`src/logic/pdc_defines.svh`:
```
/*
  Constants for the power-down pin state control block.
  Assumes inclusion by bare name from files under logic/.
*/
// Behaviour
// - In sleep or halt, memory read strobe driven high when routed to pin.
// - In sleep or halt, memory write strobe driven high when routed to pin.
// - Boot and work memory selects forced high throughout sleep or halt.
// - Peripheral select tri-stated in sleep or halt when routed to its pin.
// - Processor read and write strobes high impedance in sleep or halt.
// - All twenty address outputs high impedance in power-down, shared pin included.
// - All eight data lines released to high impedance in power-down.
// - Host-UART emulation logic held disabled during any power-down mode.
// - Reset pin resets configuration, boundaries, serial, ports, UART emulation.
// - Normal mode stretches reset by one-shot; adapter mode bypasses it.
// - Core crystal oscillator disabled in adapter or probe mode.
// - After reset serial controller clock is undivided, ratio one.
`ifndef PDC_DEFINES_SVH
`define PDC_DEFINES_SVH
`define PDC_ADDR_W       20
`define PDC_DATA_W       8
`define PDC_FSEL_W       3
`define PDC_FSEL_RDSTB   0
`define PDC_FSEL_WRSTB   1
`define PDC_FSEL_PERIPH  2
`define PDC_STRETCH_NS   1000
`define PDC_CLK_MHZ      125
`define PDC_STRETCH_CYC  ((`PDC_STRETCH_NS * `PDC_CLK_MHZ + 999) / 1000)
`define PDC_CNT_W        8
`define PDC_DIV_RESET    1'h0
`define PDC_STROBE_IDLE  1'h1
`define PDC_OE_RESET     1'h0
`define PDC_ADDR_RESET   20'h00000
`define PDC_DATA_RESET   8'h00
`define PDC_RSTREQ_RESET 1'h1
`define PDC_INTRST_RESET 1'h1
`define PDC_UART_RESET   1'h0
`define PDC_OSC_RESET    1'h1
`define PDC_MODE_RESET   2'h0
`endif

```
`src/logic/pdc_pkg.sv`:
```
/*
  Types for the power-down pin state control block.
  Assumes nothing beyond the defines header.
*/
`default_nettype none
package pdc_pkg;
  typedef enum logic [1:0] {PDC_NORMAL, PDC_ADAPTER, PDC_PROBE, PDC_TEST} pdc_mode_e;
  typedef enum logic [0:0] {PDC_IDLE, PDC_STRETCH} pdc_rst_e;
endpackage
`default_nettype wire

```
`src/logic/pdc_reset_stretch.sv`:
```
/*
  Reset one-shot stretcher with adapter-mode bypass.
  Assumes the reset request is already synchronised to clock.
*/
`timescale 1ns/1ps
`default_nettype none
`include "pdc_defines.svh"
module pdc_reset_stretch (
  // clock and reset
  input  wire logic clock,
  input  wire logic rstn,
  // control
  input  wire logic resetReqSync,
  input  wire logic bypass,
  // result
  output logic      intReset
);
  pdc_pkg::pdc_rst_e          state;
  logic [`PDC_CNT_W-1:0]      count;
  wire                        done = (count == `PDC_CNT_W'(`PDC_STRETCH_CYC - 1));

  always_ff @(posedge clock)
  begin
    if (!rstn)
    begin
      state    <= pdc_pkg::PDC_STRETCH;
      count    <= '0;
      intReset <= `PDC_INTRST_RESET;
    end
    else
    begin
      case (state)
        pdc_pkg::PDC_IDLE:
        begin
          count    <= '0;
          intReset <= resetReqSync;
          if (resetReqSync && !bypass)
            state <= pdc_pkg::PDC_STRETCH;
        end
        pdc_pkg::PDC_STRETCH:
        begin
          intReset <= 1'h1;
          count    <= count + 1'h1;
          // one-shot: full duration even for a short pin pulse
          if (bypass || (done && !resetReqSync))
          begin
            state    <= pdc_pkg::PDC_IDLE;
            intReset <= resetReqSync;
          end
          else if (done)
            count <= count;
        end
        default: state <= pdc_pkg::PDC_IDLE;
      endcase
    end
  end
endmodule
`default_nettype wire

```
`src/logic/pdc_pin_control.sv`:
```
/*
  Power-down pin state control: sleep/halt overrides of bus pins,
  reset conditioning, oscillator gating, serial clock divide.
  Assumes core-side signals on clock; mode pins and reset pin asynchronous.
*/
`timescale 1ns/1ps
`default_nettype none
`include "pdc_defines.svh"
module pdc_pin_control (
  // clock and reset
  input  wire logic                   clock,
  input  wire logic                   rstn,
  // external pins sampled here
  input  wire logic                   resetPinN,
  input  wire logic                   emul_select_lo,
  input  wire logic                   emul_select_hi,
  // core state
  input  wire logic                   coreSleep,
  input  wire logic                   coreHalt,
  input  wire logic [`PDC_FSEL_W-1:0] pin_function_select_reg,
  input  wire logic                   serialDivTwo,
  // core normal pin values
  input  wire logic                   coreMemReadN,
  input  wire logic                   coreMemWriteN,
  input  wire logic                   coreBootSelN,
  input  wire logic                   coreWorkSelN,
  input  wire logic                   corePeriphSelN,
  input  wire logic                   coreRdN,
  input  wire logic                   coreWrN,
  input  wire logic [`PDC_ADDR_W-1:0] coreAddr,
  input  wire logic [`PDC_DATA_W-1:0] coreDataOut,
  input  wire logic                   coreDataOe,
  // pins
  output logic                        memory_read_strobe_n,
  output logic                        memory_write_strobe_n,
  output logic                        boot_memory_select_n,
  output logic                        work_memory_select_n,
  output logic                        peripheral_select_n,
  output logic                        peripheral_select_oe,
  output logic                        readStrobeN,
  output logic                        writeStrobeN,
  output logic                        strobeOe,
  output logic [`PDC_ADDR_W-1:0]      addrOut,
  output logic                        addrOe,
  output logic [`PDC_DATA_W-1:0]      dataOut,
  output logic                        dataOe,
  // system controls
  output logic                        internalReset,
  output logic                        uartEmulEnable,
  output logic                        oscEnable,
  output logic                        serialClkDivTwo,
  output logic [1:0]                  emulMode
);
  logic       rstMeta;
  logic       rstSync;
  logic [1:0] modeMeta;
  logic [1:0] modeSync;
  logic       intReset;

  // override high only while powered down and the function owns the pin
  function automatic logic forceHigh(input logic down, input logic owned, input logic normal);
    forceHigh = (down && owned) ? 1'h1 : normal;
  endfunction

  // enable drops only while powered down and the function owns the pin
  function automatic logic keepDriving(input logic down, input logic owned);
    keepDriving = ~(down && owned);
  endfunction

  // raw select pins against one mode
  function automatic logic modeIs(input logic [1:0] raw, input pdc_pkg::pdc_mode_e want);
    modeIs = (pdc_pkg::pdc_mode_e'(raw) == want);
  endfunction

  // reset request asserted during rstn so the stretcher cannot start late
  always_ff @(posedge clock)
  begin
    if (!rstn)
    begin
      rstMeta <= `PDC_RSTREQ_RESET;
      rstSync <= `PDC_RSTREQ_RESET;
    end
    else
    begin
      rstMeta <= ~resetPinN;
      rstSync <= rstMeta;
    end
  end

  // select pins are levels; two flops keep metastability out of the decode
  always_ff @(posedge clock)
  begin
    if (!rstn)
    begin
      modeMeta <= `PDC_MODE_RESET;
      modeSync <= `PDC_MODE_RESET;
    end
    else
    begin
      modeMeta <= {emul_select_hi, emul_select_lo};
      modeSync <= modeMeta;
    end
  end

  // test encoding gets no decode of its own: behaves as normal
  wire isAdapter = modeIs(modeSync, pdc_pkg::PDC_ADAPTER);
  wire isProbe   = modeIs(modeSync, pdc_pkg::PDC_PROBE);

  pdc_reset_stretch u_stretch (
    .clock        (clock),
    .rstn         (rstn),
    .resetReqSync (rstSync),
    .bypass       (isAdapter),
    .intReset     (intReset)
  );

  // core signals are same-domain: override follows entry/exit directly
  wire powerDown   = coreSleep | coreHalt;
  wire selMemRead  = pin_function_select_reg[`PDC_FSEL_RDSTB];
  wire selMemWrite = pin_function_select_reg[`PDC_FSEL_WRSTB];
  wire selPeriph   = pin_function_select_reg[`PDC_FSEL_PERIPH];

  wire next_memRead  = forceHigh(powerDown, selMemRead, coreMemReadN);
  wire next_memWrite = forceHigh(powerDown, selMemWrite, coreMemWriteN);
  wire next_boot     = forceHigh(powerDown, 1'h1, coreBootSelN);
  wire next_work     = forceHigh(powerDown, 1'h1, coreWorkSelN);
  wire next_periphOe = keepDriving(powerDown, selPeriph);
  wire next_strOe    = keepDriving(powerDown, 1'h1);
  wire next_addrOe   = keepDriving(powerDown, 1'h1);
  wire next_dataOe   = coreDataOe & keepDriving(powerDown, 1'h1);
  wire next_uart     = ~powerDown & ~intReset;
  wire next_osc      = ~(isAdapter | isProbe);
  // divider returns to one on every internal reset
  wire next_div      = intReset ? `PDC_DIV_RESET : serialDivTwo;

  // memory strobes idle high while held in reset
  always_ff @(posedge clock)
  begin
    if (!rstn)
    begin
      memory_read_strobe_n  <= `PDC_STROBE_IDLE;
      memory_write_strobe_n <= `PDC_STROBE_IDLE;
    end
    else
    begin
      memory_read_strobe_n  <= next_memRead;
      memory_write_strobe_n <= next_memWrite;
    end
  end

  always_ff @(posedge clock)
  begin
    if (!rstn)
    begin
      boot_memory_select_n <= `PDC_STROBE_IDLE;
      work_memory_select_n <= `PDC_STROBE_IDLE;
    end
    else
    begin
      boot_memory_select_n <= next_boot;
      work_memory_select_n <= next_work;
    end
  end

  always_ff @(posedge clock)
  begin
    if (!rstn)
    begin
      peripheral_select_n  <= `PDC_STROBE_IDLE;
      peripheral_select_oe <= `PDC_OE_RESET;
    end
    else
    begin
      peripheral_select_n  <= corePeriphSelN;
      peripheral_select_oe <= next_periphOe;
    end
  end

  always_ff @(posedge clock)
  begin
    if (!rstn)
    begin
      readStrobeN  <= `PDC_STROBE_IDLE;
      writeStrobeN <= `PDC_STROBE_IDLE;
      strobeOe     <= `PDC_OE_RESET;
    end
    else
    begin
      readStrobeN  <= coreRdN;
      writeStrobeN <= coreWrN;
      strobeOe     <= next_strOe;
    end
  end

  always_ff @(posedge clock)
  begin
    if (!rstn)
    begin
      addrOut <= `PDC_ADDR_RESET;
      addrOe  <= `PDC_OE_RESET;
    end
    else
    begin
      addrOut <= coreAddr;
      addrOe  <= next_addrOe;
    end
  end

  always_ff @(posedge clock)
  begin
    if (!rstn)
    begin
      dataOut <= `PDC_DATA_RESET;
      dataOe  <= `PDC_OE_RESET;
    end
    else
    begin
      dataOut <= coreDataOut;
      dataOe  <= next_dataOe;
    end
  end

  always_ff @(posedge clock)
  begin
    if (!rstn)
    begin
      internalReset  <= `PDC_INTRST_RESET;
      uartEmulEnable <= `PDC_UART_RESET;
    end
    else
    begin
      internalReset  <= intReset;
      uartEmulEnable <= next_uart;
    end
  end

  always_ff @(posedge clock)
  begin
    if (!rstn)
    begin
      oscEnable <= `PDC_OSC_RESET;
      emulMode  <= `PDC_MODE_RESET;
    end
    else
    begin
      oscEnable <= next_osc;
      emulMode  <= modeSync;
    end
  end

  always_ff @(posedge clock)
  begin
    if (!rstn)
      serialClkDivTwo <= `PDC_DIV_RESET;
    else
      serialClkDivTwo <= next_div;
  end
endmodule
`default_nettype wire

```
`config.mk`:
```
export PLATFORM = sky130hd
export DESIGN_NAME = pdc_pin_control
export DESIGN_NICKNAME = d
export VERILOG_FILES = /design/src/logic/pdc_pkg.sv /design/src/logic/pdc_reset_stretch.sv /design/src/logic/pdc_pin_control.sv
export VERILOG_INCLUDE_DIRS = /design/src /design/src/logic
export SDC_FILE = /design/constraint.sdc
export NUM_CORES = 1
export LEC_CHECK = 0
export BUFFER_PORTS_ARGS = -buffer_cell sky130_fd_sc_hd__buf_2
export CORE_MARGIN = 4
export CORE_UTILIZATION = 44
export DETAILED_ROUTE_END_ITERATION = 6
export HOLD_SLACK_MARGIN = 0.03
export PLACE_DENSITY = 0.77
export SYNTH_ARGS = -nofsm -noshare
export SYNTH_HDL_FRONTEND = slang
export SYNTH_SLANG_ARGS = --single-unit
```
`constraint.sdc`:
```
create_clock -name clock -period 1.7 [get_ports clock]
set_input_delay 0.17 -clock clock [delete_from_list [all_inputs] [get_ports clock]]
set_output_delay 0.17 -clock clock [all_outputs]
set_load 0.01 [all_outputs]
```
# --- After elaboration in Yosys (flattened, before gate mapping) ---
# Cells that the tools add are included.
# W data, S select, Z words.
word_totals:
  regBits: 60
  latchBits: 0
  ram_bits: 0
  rom_bits: 0
  in_bits: 47
  out_inout_bits: 45
  wordCells: 60
  mem_count: 0
op_classes:
  n_addsub: 1
  mul: 0
  div_mod_pow: 0
  n_lt_le_gt_ge: 0
  eq_ne: 4
  shift: 0
  muxes: 8
  bitwise: 11
  n_reduce_logical: 12
op_table:
  columns: ["cell", "count"]
  rows:
  - ["$mux W8", 2]
  - ["$pmux W8 S2", 1]
  - ["$add A8 B1 Y8 const B", 1]
  - ["$eq A8 B7 Y1 const B", 1]
  - ["$reduce_or A2 Y1", 4]
  - ["$not A1 Y1", 7]
  - ["$logic_and A1 B1 Y1", 5]
  - ["$pmux W1 S2", 2]
  - ["$mux W1", 3]
  - ["$ne A3 B3 Y1 const B", 1]
  - ["$and A1 B1 Y1", 2]
  - ["$eq A2 B1 Y1 const B", 1]
  - ["$eq A2 B2 Y1 const B", 1]
  - ["$logic_not A1 Y1", 2]
  - ["$or A1 B1 Y1", 2]
  - ["$logic_or A1 B1 Y1", 1]

# --- Longest topological paths before layout ---
depth:
  depth_word: 5
  ltp_mapped: 6
  ltp_nobuf: 6

# --- Modules after synthesis ---
# From an unflattened synthesis, not the netlist that was laid out.
unflattened:
  cells_unflattened: 170
  hier_area_um2: 1905.6
modules_own_cells:
  columns: ["mod", "n_inst", "cells_each", "area_each_um2", "seq_area_each_um2"]
  rows:
  - ["pdc_pin_control", 1, 111, 1381.3, 1001.0]
  - ["pdc_reset_stretch", 1, 59, 524.3, 200.2]

# --- Worst setup path after synthesis ---
# OpenSTA, ideal clock, no wires.
synth_timing:
  path_kind: "register -> register"
  from: "register u_stretch.count[0]"
  to: "register u_stretch.count[3]"
  setup_ns: 0.071
  arrival_time_ns: 1.339
  required_ns: 1.629
  setup_slack_ns: 0.290
  path_stages_with_launch: 7
  n_path_buf: 0
  synth_period_minus_slack_ns: 1.410
  path_cell_list: "dfxtp_1 inv_1 ha_1 nand3b_1 nor4b_4 or3_2 a21oi_1"
synth_between:
  elab_chain_cells: 5
  word_cells_on_any_way: 8
  classes_between: "add/sub: 1; eq/ne: 2; mux: 3; reduce/logical: 2"
synth_lines:
  columns: ["item", "line", "text"]
  rows:
  - ["start: declaration", "pdc_reset_stretch.sv:19", "logic [`PDC_CNT_W-1:0] count;"]
  - ["start signal: assignment", "pdc_reset_stretch.sv:43", "count <= count + 1'h1;"]
  - ["start signal: assignment", "pdc_reset_stretch.sv:51", "count <= count;"]
  - ["parallel branches: the longest is 5 deep, another holds $add A8 B1 Y8", null, null]
# Parallel ways; which one is timed is not known. The select of a mux whose other input is x is not followed.
# A chain may end at the register's enable or synchronous reset.

# --- Final worst setup path ---
# Same ends and word-level chain as after synthesis.

==> reports/results.ini <==
[run_status]
status=completed

[sta]
fmax_mhz=653.0
hold_violations=0
period_share_pct=90.08
period_minus_slack_ns=1.531
worst_pin_slew_ns=0.4077
setup_tns_ns=0
finalSetupViolCount=0
rsz0062_at_grt=false
max-slew-margin-rel_pct=72.61
slew_violations=0
fin_skew_ns=0.005799

[floorplan]
io_pins=92
start_util_pct=45.85
core_um2=4058
dieWidth_um=73.03
die-height_um=73.03
fp-row-count=23
dieArea_um2=5333

[yosys]
synth.area.top_cells=dfxtp_1, and2_1, ha_1
synth.top_cells.by_count=dfxtp_1, and2_1, inv_1
synth_edf_count=0
syn-num-nets=217
synthCells=167
syn-cell-area_um2=1861
synth_top_area_share_pct=64.56
synth_seq_cells=60
ys.flop_type=dfxtp_1
synth_top_area_cell=dfxtp_1
synth-warning-count=0
yosysUniqueCellTypes=26
seq_area_frac_synth_pct=64.56
postSynthAreaPerCell_um2=11.14
async_flop_share_pct=0
synth.most_common_cell=dfxtp_1

[hold_path]
holdPathStages=2
min_path_type=in -> reg

[setup_path]
slowest_delay_ns=0.41
cp.required_ns=1.95
regToRegEndpoint=u_stretch.count[3]$_SDFFE_PN0P_
rr_worst_depth=6
r2r-start=u_stretch.count[0]$_SDFFE_PN0P_
path_cells=inv_1 > ha_1 > nand3b_1 > nor4b_4 > or3_2 > a21oi_1
ff2ff_setup_slack_ns=0.17
worstPathArrival_ns=1.78
crit_type=reg -> reg
startpoint_type=flop
crit_path_end_kind=flop
startpoint=u_stretch.count[0]$_SDFFE_PN0P_
endpoint=u_stretch.count[3]$_SDFFE_PN0P_
critPathSlowestCell=or3_2
path_max_fanout=5

[detailed_routing]
drcViolationCount=0
dr.pass1.iters=4
vias=1457
finalWirelength_mm=4.063
viasPerCell=4.456
wl_per_cell_um=12.43
postRouteAntennaNets=0
drt-initial-drc-count=55

[place]
io_buffers=91
post_dp_cell_area_um2=2360
gp_congestion=0.7881
dp_hpwl_mm=2.875

[grt]
antenna_found_initial=0
gr-total-overflow=0
grt_max_degree=30
track_usage_pct=17.02
grt_pass1_vias=1499
grt_pass1_wl_mm=6.727

[cts]
clock_latency_ns=0.32
htreeDepth=3
cts_buffer_depth=2
clk_pin_slew_worst_paths_ns=0.07
numCtsBuffers=9
post-cts-setup-buffers=0
post_cts_resized=0
cts_tree=built
cts_sinks=60
root_buffer=clkbuf_8

[finish]
syn_to_final_growth_pct=40.89
n_antenna_cell=0
stdcell_area_um2=2621
drive_gt1_share_pct=39.71
nets=322

[job]
cap_viol_max_count=0

[power_and_ir_drop]
leakagePower_nw=1.259
peakVddDrop_mv=0.7916
power_density_nw_per_um2=1093
power_mw=2.864

## through the flow
step	hold WS, ns	setup WS, ns	std cells	util [%]
final	0.04708	0.1686	327	64.60
after floorplan	0.2319	0.2905	167	-
after global routing	0.03532	0.04784	327	64.60
after CTS	0.03535	0.1716	326	64.35
after global placement	0.3316	0.2455	303	58.16
after detailed placement	0.3355	0.2047	303	58.16
## sequential cells by signal, summed over array words and instances, names as in the netlist, 2 cells and up
name / flops
modeSync: 2
dataOut: 8
modeMeta: 2
addrOut: 20
emulMode: 2
u_stretch.count: 8
## critical path: cells and delay by family, from the launching register on
family | cells | cell delay, ns
flops | 1 | 0.36
simple gates | 3 | 0.70
fa+ha+maj | 1 | 0.19
buf+inv | 1 | 0.08
compound gates | 1 | 0.14
## per-layer routing
layer	wire [um]	vias up	share of wire, %	global-route usage (%)
li1	-	746	-	-
met1	1531	654	38	17.70
met2	2136	49	53	28.40
met3	307	8	7.6	6.887
met4	87	0	2.1	10.45
met5	0	-	0	0
## kinds of logic (layout without fill, tap and decap cells)
logic type,Yosys count,in the layout,share of synthesized area [%]
simple gates,71,71,24.01
compound gates,15,15,4.506
xor+xnor,4,4,1.883
flops,60,60,64.56
buf+inv,14,124,3.027
fa+ha+maj,3,3,2.018
## cell usage in the layout, fill, tap and decap left out
cell,instances
xor2_1,1
nand4_4,1
or3_2,1
buf_4,1
or2_1,1
or2_2,2
nor2_1,7
o21ai_0,7
clkinv_2,1
dlygate4sd3_1,8
ha_1,3
nand3b_1,5
o31ai_1,1
and3_1,2
or4_1,1
clkbuf_8,12
a311o_1,1
dfxtp_1,60
nand3_1,3
buf_2,91
xnor2_1,3
clkbuf_1,3
and2_1,33
inv_1,8
a31oi_1,1
nor4b_4,1
nand2_1,6
nor3_1,2
nand2b_1,6
a21oi_1,5
## repair_timing
item / 4_1_cts / 5_1_grt
hold buffers: 7 / 1
hold endpoints to repair: 7 / 1
setup endpoints to repair: 0 / 0
## worst min-delay path by stage
| stage | startpoint | to |
|---|---|---|
| after floorplan | resetPinN | rstMeta$_SDFF_PN1_ |
| after global placement | resetPinN | rstMeta$_SDFF_PN1_ |
| final | coreAddr[0] | addrOut[0]$_SDFF_PN0_ |
| after global routing | coreAddr[11] | addrOut[11]$_SDFF_PN0_ |
| after detailed placement | resetPinN | rstMeta$_SDFF_PN1_ |
| after CTS | coreAddr[7] | addrOut[7]$_SDFF_PN0_ |
## where the power goes
| group | switching [mW] | internal (mW) |
|---|---|---|
| Sequential | 0.0192 | 1.47 |
| Clock | 0.504 | 0.649 |
| Combinational | 0.104 | 0.120 |
| Total | 0.626 | 2.24 |
## final cells by class
class                           instances  area [um^2]
Sequential cell                        60         1201
Tap cell                               50        62.56
Inverter                                8        30.03
Multi-Input combinational cell         93        603.1
Clock inverter                          1        5.005
Fill cell                             333         1436
Timing Repair Buffer                  100        543.0
Clock buffer                           15        176.4
Power figures use the tool's default switching activity.
